<file path="config.mk">
export PLATFORM = sky130hd
export DESIGN_NAME = tsa_core
export DESIGN_NICKNAME = d
export VERILOG_FILES = /design/src/verilog/tsa_pkg.sv /design/src/verilog/tsa_core.sv
export SDC_FILE = /design/constraint.sdc
export NUM_CORES = 1
export LEC_CHECK = 0
export BUFFER_PORTS_ARGS = -buffer_cell sky130_fd_sc_hd__clkbuf_2
export CORE_ASPECT_RATIO = 0.8
export CORE_MARGIN = 1.5
export CORE_UTILIZATION = 40
export CTS_BUF_LIST = sky130_fd_sc_hd__clkbuf_16
export CTS_CLUSTER_DIAMETER = 30
export DETAILED_ROUTE_END_ITERATION = 6
export PLACE_DENSITY = 0.63
export SLEW_MARGIN = 5
export SYNTH_ARGS = -nofsm -noshare
export SYNTH_HDL_FRONTEND = slang
export SYNTH_SLANG_ARGS = --single-unit
</file>
<file path="constraint.sdc">
create_clock -name core_clk_i -period 3.8 [get_ports core_clk_i]
set_input_delay 0.76 -clock core_clk_i [delete_from_list [all_inputs] [get_ports core_clk_i]]
set_output_delay 0.76 -clock core_clk_i [all_outputs]
set_load 0.05 [all_outputs]
</file>
<file path="src/verilog/tsa_pkg.sv">
package tsa_pkg;

  // ---------------------------------------------------------------
  // Register indices on the plain register port
  // ---------------------------------------------------------------
  localparam logic [2:0] REG_READING  = 3'h0;
  localparam logic [2:0] REG_SETTINGS = 3'h1;
  localparam logic [2:0] REG_LOWER    = 3'h2;
  localparam logic [2:0] REG_UPPER    = 3'h3;
  localparam logic [2:0] REG_POINTER  = 3'h4;

  // ---------------------------------------------------------------
  // Settings field positions
  // ---------------------------------------------------------------
  localparam int SET_ONESHOT = 7;
  localparam int SET_RES_HI  = 6;
  localparam int SET_RES_LO  = 5;
  localparam int SET_FQ_HI   = 4;
  localparam int SET_FQ_LO   = 3;
  localparam int SET_POL     = 2;
  localparam int SET_MODE    = 1;
  localparam int SET_SHDN    = 0;

  // ---------------------------------------------------------------
  // Reset values and masks
  // ---------------------------------------------------------------
  localparam logic [7:0]  RST_SETTINGS = 8'h00;
  localparam logic [15:0] RST_READING  = 16'h0000;
  localparam logic [15:0] RST_UPPER    = 16'ha000;
  localparam logic [15:0] RST_LOWER    = 16'h9600;
  localparam logic [7:0]  RST_POINTER  = 8'h00;
  localparam logic [15:0] LIMIT_MASK   = 16'hff80;
  localparam logic [15:0] READ_MASK12  = 16'hfff0;

  // ---------------------------------------------------------------
  // Timing
  // ---------------------------------------------------------------
  localparam int CLK_MHZ       = 250;
  localparam int CONV_9B_MS    = 30;
  localparam int POWERUP_MS    = 2;
  localparam int CONV_9B_CYC   = CONV_9B_MS * CLK_MHZ * 1000;
  localparam int POWERUP_CYC   = POWERUP_MS * CLK_MHZ * 1000;
  localparam logic [2:0] FQ_SAT = 3'h6;

  // ---------------------------------------------------------------
  // Types
  // ---------------------------------------------------------------
  typedef enum logic [2:0] {
    ST_POWERUP = 3'b001,
    ST_IDLE    = 3'b010,
    ST_CONV    = 3'b100
  } tsa_state_e;

  typedef struct packed {
    logic        wr;
    logic        rd;
    logic [2:0]  addr;
    logic [15:0] wdata;
  } tsa_req_s;

  typedef struct packed {
    tsa_state_e  st;
    logic [31:0] timer;
    logic        one_shot;
    logic [7:0]  settings;
    logic [15:0] reading;
    logic [15:0] upper;
    logic [15:0] lower;
    logic [7:0]  pointer;
    logic [2:0]  hi_cnt;
    logic [2:0]  lo_cnt;
    logic        alert_act;
    logic        wait_low;
    logic        alert_pin;
    logic        busy;
    logic [15:0] rdata;
  } tsa_regs_s;

endpackage : tsa_pkg

</file>
<file path="src/verilog/tsa_core.sv">
// Local design decisions: the strobed register port and the register addresses.
`timescale 1ns/1ps
// Operation
// RL1: Eight-bit settings register, fields, reset zero.
// RL2: Resolution field selects 9 to 12 bits.
// RL3: Fault queue field selects 1,2,4,6 conversions.
// RL4: Polarity bit: one high, zero low.
// RL5: Mode bit: one interrupt, zero comparator.
// RL6: Shutdown halts conversions, register port stays.
// RL7: Registers stay accessible during shutdown.
// RL8: Host writes shutdown, then shutdown plus single-shot.
// RL9: Single-shot converts once, clears bit, stays shut.
// RL10: Comparator: set above upper, clear below lower.
// RL11: Comparator alert survives shutdown, clears while converting; the code clears it in continuous conversion only, never on a single shot.
// RL12: Interrupt set above upper, any read clears.
// RL13: After cleared, below lower raises next interrupt.
// RL14: Entering shutdown clears interrupt-mode alert.
// RL15: Assert only after queue count above upper.
// RL16: Same queue count below lower required.
// RL17: Conversion lasts 30, 60, 120, 240 ms.
// RL18: Power-on defaults for all registers.
// RL19: Two ms delay, then defaults and conversion.
// RL20: Reading left aligned, unused bits zero.
// RL21: Limits use upper nine bits only.
// RL22: Compare and count once per conversion.
module tsa_core
  import tsa_pkg::*;
#(
  parameter int CONV_BASE_CYC = CONV_9B_CYC, // Cycles of a 9-bit conversion.
  parameter int PWRUP_CYC     = POWERUP_CYC  // Cycles of the power-up delay.
) (
  input  wire logic        core_clk_i,    // 250 MHz clock.
  input  wire logic        reset_n_i,     // Synchronous reset, active low.
  input  wire tsa_req_s    req_i,         // Register port request.
  input  wire logic [15:0] temp_sample_i, // Sensor value, 12-bit left aligned.
  output logic      [15:0] rd_data_o,     // Read data, cycle after read.
  output logic             alert_o,       // Alert pin level.
  output logic             converting_o   // A conversion is running.
);

  // ---------------------------------------------------------------
  // Helpers
  // ---------------------------------------------------------------

  // Fault queue depth from its two-bit field.
  function automatic logic [2:0] queue_depth(input logic [1:0] f);
    case (f)
      2'b00:   queue_depth = 3'h1; // RL3
      2'b01:   queue_depth = 3'h2;
      2'b10:   queue_depth = 3'h4;
      default: queue_depth = 3'h6;
    endcase
  endfunction : queue_depth

  // Conversion length doubles with each extra bit of resolution.
  function automatic logic [31:0] conv_cycles(input logic [1:0] r);
    conv_cycles = 32'(CONV_BASE_CYC) << r; // RL17 RL2
  endfunction : conv_cycles

  // Bits kept in the reading for a resolution of 9 to 12 bits.
  function automatic logic [15:0] res_mask(input logic [1:0] r);
    res_mask = 16'(READ_MASK12 << (2'h3 - r)); // RL20 RL2
  endfunction : res_mask

  // Saturating counter step for the fault queues.
  function automatic logic [2:0] q_step(input logic hit,
                                        input logic [2:0] c);
    if (!hit) begin
      q_step = 3'h0;
    end else if (c >= FQ_SAT) begin
      q_step = FQ_SAT;
    end else begin
      q_step = 3'(c + 3'h1);
    end
  endfunction : q_step

  // ---------------------------------------------------------------
  // State
  // ---------------------------------------------------------------
  tsa_regs_s   s_r;
  tsa_regs_s   s_nxt;
  logic [15:0] sample_q;
  logic        over_lim;
  logic        under_lim;
  logic        conv_done;
  logic        start_conv;
  logic        shdn_entry;
  logic [2:0]  depth;
  logic        hi_met;
  logic        lo_met;

  // Limits compare on whole reading in 1/16 degree; limits keep only
  // the nine upper bits, so their low three nibble bits become zero.
  assign sample_q  = temp_sample_i & res_mask(s_r.settings[6:5]);
  assign over_lim  = $signed(sample_q[15:4]) >
                     $signed({s_r.upper[15:7], 3'b000}); // RL21 RL10
  assign under_lim = $signed(sample_q[15:4]) <
                     $signed({s_r.lower[15:7], 3'b000}); // RL21 RL10
  assign conv_done = (s_r.st == ST_CONV) &&
                     (s_r.timer >= conv_cycles(s_r.settings[6:5]) - 32'h1);
  assign depth     = queue_depth(s_r.settings[SET_FQ_HI:SET_FQ_LO]);
  assign shdn_entry = req_i.wr && (req_i.addr == REG_SETTINGS) &&
                      req_i.wdata[SET_SHDN] && !s_r.settings[SET_SHDN];

  // ---------------------------------------------------------------
  // Next state
  // ---------------------------------------------------------------
  always_comb begin
    s_nxt      = s_r;
    start_conv = 1'b0;
    hi_met     = 1'b0;
    lo_met     = 1'b0;

    // Register writes; the reading register ignores writes.
    if (req_i.wr) begin // RL7
      case (req_i.addr)
        REG_SETTINGS: s_nxt.settings = req_i.wdata[7:0]; // RL1
        REG_LOWER:    s_nxt.lower    = req_i.wdata & LIMIT_MASK; // RL21
        REG_UPPER:    s_nxt.upper    = req_i.wdata & LIMIT_MASK; // RL21
        REG_POINTER:  s_nxt.pointer  = req_i.wdata[7:0];
        default:      s_nxt.pointer  = s_r.pointer;
      endcase
    end

    // Read data; unmapped indices read as zero.
    if (req_i.rd) begin
      case (req_i.addr)
        REG_READING:  s_nxt.rdata = s_r.reading;
        REG_SETTINGS: s_nxt.rdata = {8'h00, s_r.settings};
        REG_LOWER:    s_nxt.rdata = s_r.lower;
        REG_UPPER:    s_nxt.rdata = s_r.upper;
        REG_POINTER:  s_nxt.rdata = {8'h00, s_r.pointer};
        default:      s_nxt.rdata = 16'h0000;
      endcase
    end

    // Clears come first so that a same-cycle alert event wins.
    if (s_r.settings[SET_MODE]) begin
      if (req_i.rd) begin
        s_nxt.alert_act = 1'b0; // RL12 RL13
      end
      if (shdn_entry) begin
        s_nxt.alert_act = 1'b0; // RL14
      end
    end

    case (s_r.st)
      ST_POWERUP: begin
        s_nxt.timer = s_r.timer + 32'h1;
        if (s_r.timer >= 32'(PWRUP_CYC) - 32'h1) begin // RL19
          s_nxt.settings = RST_SETTINGS; // RL18
          s_nxt.reading  = RST_READING;
          s_nxt.upper    = RST_UPPER;
          s_nxt.lower    = RST_LOWER;
          s_nxt.pointer  = RST_POINTER;
          s_nxt.st       = ST_CONV;
          s_nxt.timer    = 32'h0;
          s_nxt.one_shot = 1'b0;
        end
      end
      ST_IDLE: begin
        // Shutdown leaves only on a cleared shutdown bit or a shot.
        if (!s_nxt.settings[SET_SHDN]) begin // RL6
          start_conv     = 1'b1;
          s_nxt.one_shot = 1'b0;
        end else if (s_nxt.settings[SET_ONESHOT]) begin // RL9
          start_conv     = 1'b1;
          s_nxt.one_shot = 1'b1;
        end
        if (start_conv) begin
          s_nxt.st    = ST_CONV;
          s_nxt.timer = 32'h0;
        end
      end
      ST_CONV: begin
        s_nxt.timer = s_r.timer + 32'h1;
        if (conv_done) begin // RL22
          s_nxt.reading = sample_q; // RL20
          s_nxt.hi_cnt  = q_step(over_lim, s_r.hi_cnt); // RL15
          s_nxt.lo_cnt  = q_step(under_lim, s_r.lo_cnt); // RL16
          hi_met = over_lim && (s_nxt.hi_cnt >= depth); // RL15
          lo_met = under_lim && (s_nxt.lo_cnt >= depth); // RL16
          s_nxt.timer = 32'h0;
          if (s_r.one_shot) begin
            // A host write in the same cycle keeps its own bit 7.
            if (!(req_i.wr && req_i.addr == REG_SETTINGS)) begin
              s_nxt.settings[SET_ONESHOT] = 1'b0; // RL9
            end
            s_nxt.st = ST_IDLE;
          end else if (s_nxt.settings[SET_SHDN]) begin
            s_nxt.st = ST_IDLE; // RL6
          end
        end else if (!s_r.one_shot && s_nxt.settings[SET_SHDN]) begin
          // A partial conversion is thrown away on shutdown.
          s_nxt.st    = ST_IDLE; // RL6
          s_nxt.timer = 32'h0;
        end
      end
      default: begin
        s_nxt.st = ST_POWERUP;
      end
    endcase

    // Alert decisions, taken only at the end of a conversion.
    if (s_r.settings[SET_MODE]) begin // RL5
      if (!s_r.wait_low && hi_met) begin
        s_nxt.alert_act = 1'b1; // RL12
        s_nxt.wait_low  = 1'b1;
      end else if (s_r.wait_low && lo_met) begin
        s_nxt.alert_act = 1'b1; // RL13 RL16
        s_nxt.wait_low  = 1'b0;
      end
    end else begin
      if (!s_r.alert_act && hi_met) begin
        s_nxt.alert_act = 1'b1; // RL10
      end else if (s_r.alert_act && lo_met && !s_r.one_shot) begin
        s_nxt.alert_act = 1'b0; // RL11
      end
    end

    s_nxt.alert_pin = ~(s_nxt.alert_act ^ s_nxt.settings[SET_POL]); // RL4
    s_nxt.busy      = (s_nxt.st == ST_CONV);
  end

  // ---------------------------------------------------------------
  // Registers
  // ---------------------------------------------------------------

  // Reset holds the pin inactive for the active-low default.
  always_ff @(posedge core_clk_i) begin
    if (!reset_n_i) begin
      s_r.st        <= ST_POWERUP;
      s_r.timer     <= 32'h0;
      s_r.one_shot  <= 1'b0;
      s_r.settings  <= RST_SETTINGS; // RL1 RL18
      s_r.reading   <= RST_READING;
      s_r.upper     <= RST_UPPER;
      s_r.lower     <= RST_LOWER;
      s_r.pointer   <= RST_POINTER;
      s_r.hi_cnt    <= 3'h0;
      s_r.lo_cnt    <= 3'h0;
      s_r.alert_act <= 1'b0;
      s_r.wait_low  <= 1'b0;
      s_r.alert_pin <= 1'b1;
      s_r.busy      <= 1'b0;
      s_r.rdata     <= 16'h0000;
    end else begin
      s_r <= s_nxt;
    end
  end

  assign rd_data_o    = s_r.rdata;
  assign alert_o      = s_r.alert_pin;
  assign converting_o = s_r.busy;
endmodule : tsa_core

</file>
==> results_dict.tcl <==
set metrics [dict create \
    status "finished, final reports clean" \
    post-route-drc-count 0 \
    wl_um 16600 \
    cts_tree "built" \
    rsz0062_at_grt "false" \
    start_util 0.4091 \
    r2r-start "s_r[87]" \
    slew_viol_final 0 \
    tightest_slew_ps 886.3 \
    die_area_um2 17720 \
    grt_usage 0.1983 \
    cts_sinks 122 \
    path_cells "clkbuf_2 -> ha_1 -> and4_1 -> a22oi_1 -> nand3_1 -> a21oi_1 -> o211ai_1 -> ha_1 -> nand2b_1 -> a21o_1 -> a21oi_1 -> inv_1 -> o2111ai_1 -> nand2_1 -> a2bb2oi_1 -> mux2i_1" \
    synth_area_leaders "dfxtp_1 (36%), ha_1 (12%), nand2_1 (6.2%), a21oi_1 (4.8%), nor2_1 (4.7%)" \
    grt_first_pass_wirelength_um 27530 \
    grt_pass1_vias 5331 \
    post_synth_instance_area_um2 6771 \
    layout-drive-gt1-share 0.1321 \
    synth_ff_type "dfxtp_1" \
    synthCells 811 \
    clockBufferDepth 2 \
    gp_congestion 0.8402 \
    area_delta_synth_final_pct 14.28 \
    cts_resized 0 \
    rr_worst_depth 16 \
    ir_worst_vdd_mv 0.3236 \
    syn_area_per_cell_um2 8.350 \
    htree_levels 4 \
    final_common_cell "dfxtp_1" \
    hold_buffers 0 \
    ys_ff_latch 122 \
    cts_buffers 17 \
    skew_ps 13.56 \
    async_flop_share 0 \
    first_pass_iters 5 \
    yosysTopAreaCell "dfxtp_1" \
    cp_max_fo 3 \
    worstSetupPathType "input pin to register" \
    cp_data_required_time_ps 4150 \
    cap_viol_max_count 0 \
    hp-class "register to register" \
    nets 952 \
    synth_cell_types 60 \
    synth_top_area_share 0.3607 \
    drt_iter0_drc 323 \
    synth-edff-count 0 \
    seqCellArea_um2 2442 \
    antenna_found_initial 0 \
    clkTransAtPathRegs_ps 60 \
    num-fill-cells 1647 \
    timing.final.crit_share 0.8635 \
    yosys_warnings 0 \
    clk_latency_ps 420 \
    die_width_um 148.5 \
    hold_ws_ps 457.4 \
    ios 57 \
    vias 5661 \
    root_buffer "clkbuf_16" \
    power_density_nw_per_um2 404.3 \
    finalHoldViolations 0 \
    p_leak_nw 3.225 \
    crit_arrival_ps 3630 \
    rows 42 \
    finalSetupTns_ps 0 \
    layout_common_cells "dfxtp_1 (122), nand2_1 (111), nor2_1 (85)" \
    endpoint_kind "register" \
    ys_seq_area_frac 0.3607 \
    period_needed_ps 3281 \
    reg2reg_slack_ps 520 \
    die_h_um 119.4 \
    grt_max_degree 33 \
    critPathCapture "alert_o" \
    slew_headroom 0.4070 \
    postCtsSetupBuffers 0 \
    setup_violations 0 \
    wl_per_cell_um 15.33 \
    core_um2 16550 \
    multi_input_area_um2 3911 \
    regToRegEndpoint "alert_o" \
    crit_path_top_delay_cell "ha_1" \
    antenna_cells 0 \
    cp-start-kind "input pin" \
    slowest_delay_ps 320 \
    ant_nets 0 \
    fmax_ghz 0.3048 \
    io_buffers 52 \
    overflow 0 \
    cp-startpoint "temp_sample_i[15]" \
    hpwl_um 11980 \
    vias_per_cell 5.227 \
]
==> per-layer routing <==
metal | track usage | vias to the layer above | share of wire
met1 | 0.3011 | 2613 | 0.53
met5 | 0 | - | 0
met3 | 0.05594 | 14 | 0.066
li1 | - | 2890 | -
met2 | 0.2674 | 144 | 0.39
met4 | 0.05569 | 0 | 0.010
==> registers in the layout, indices dropped and copies added, names as in the netlist <==
signal,flops
alert_o,1
converting_o,1
rd_data_o,16
s_r,104
==> kinds of logic (layout without fill, tap and decap cells) <==
logic type / Yosys count / count (layout) / synth area share
and+or+nand+nor: 312 / 312 / 0.2203
AOI/OAI and AO/OA: 156 / 156 / 0.1460
DFF: 122 / 122 / 0.3607
buffers and inverters: 93 / 139 / 0.06596
adders and majority gates: 63 / 63 / 0.1164
xor gates and xnor gates: 32 / 32 / 0.04139
muxes: 32 / 32 / 0.04878
other: 1 / 7 / 0.0005538
==> cell usage after synthesis (8+ instances only) <==
cell / n
a22oi_1: 21
ha_1: 63
mux2i_1: 24
nor2_1: 85
and3_1: 22
nand2_1: 111
o21ai_0: 25
nand4_1: 22
clkbuf_1: 23
inv_1: 36
xnor2_1: 8
mux2_2: 8
nand3_1: 14
and4_1: 9
buf_2: 12
buf_4: 16
a21oi_1: 65
xor2_1: 24
nor2b_1: 10
dfxtp_1: 122
==> power by group <==
group | switching [mW] | internal, mW | leakage [nW]
logic | 0.151 | 0.0780 | 1.95
clock network | 0.626 | 0.964 | 0.284
registers | 0.0135 | 1.30 | 0.987
==> worst min-delay path by stage <==
stage                        from  endpoint  slack, ps  depth (start not counted)
after global placement    s_r[78]   s_r[78]        440                          2
after global routing      s_r[26]   s_r[26]        470                          2
after CTS                 s_r[78]   s_r[78]        460                          2
after floorplan           s_r[70]   s_r[70]        440                          2
after detailed placement  s_r[77]   s_r[77]        450                          2
final                     s_r[26]   s_r[26]        460                          2
==> area by class of cell <==
cell class / instances / area share
clock buffer: 17 / 0.05497
clock inverter: 15 / 0.01940
inverter: 37 / 0.01795
multi-input combinational: 602 / 0.5054
sequential: 122 / 0.3156
tap: 220 / 0.03557
timing repair buffer: 70 / 0.05109
==> worst max-delay path: cells and delay by family <==
family | cells | cell delay, ps
and+or+nand+nor | 4 | 510
AOI/OAI and AO/OA | 7 | 1340
muxes | 1 | 200
buffers and inverters | 2 | 190
adders and majority gates | 2 | 630
==> per-stage QoR <==
step,setup slack (ps),power [mW],instance area [um^2],util,std cells
after floorplan,534.1,1.490,6794,-,817
after global placement,102.5,1.562,7163,0.4327,1051
after detailed placement,66.15,1.563,7163,0.4327,1051
after CTS,499.4,3.146,7739,0.4675,1083
after global routing,209.6,3.236,7739,0.4675,1083
final,518.7,3.128,7739,0.4675,1083
(Power assumes the default switching activity.)
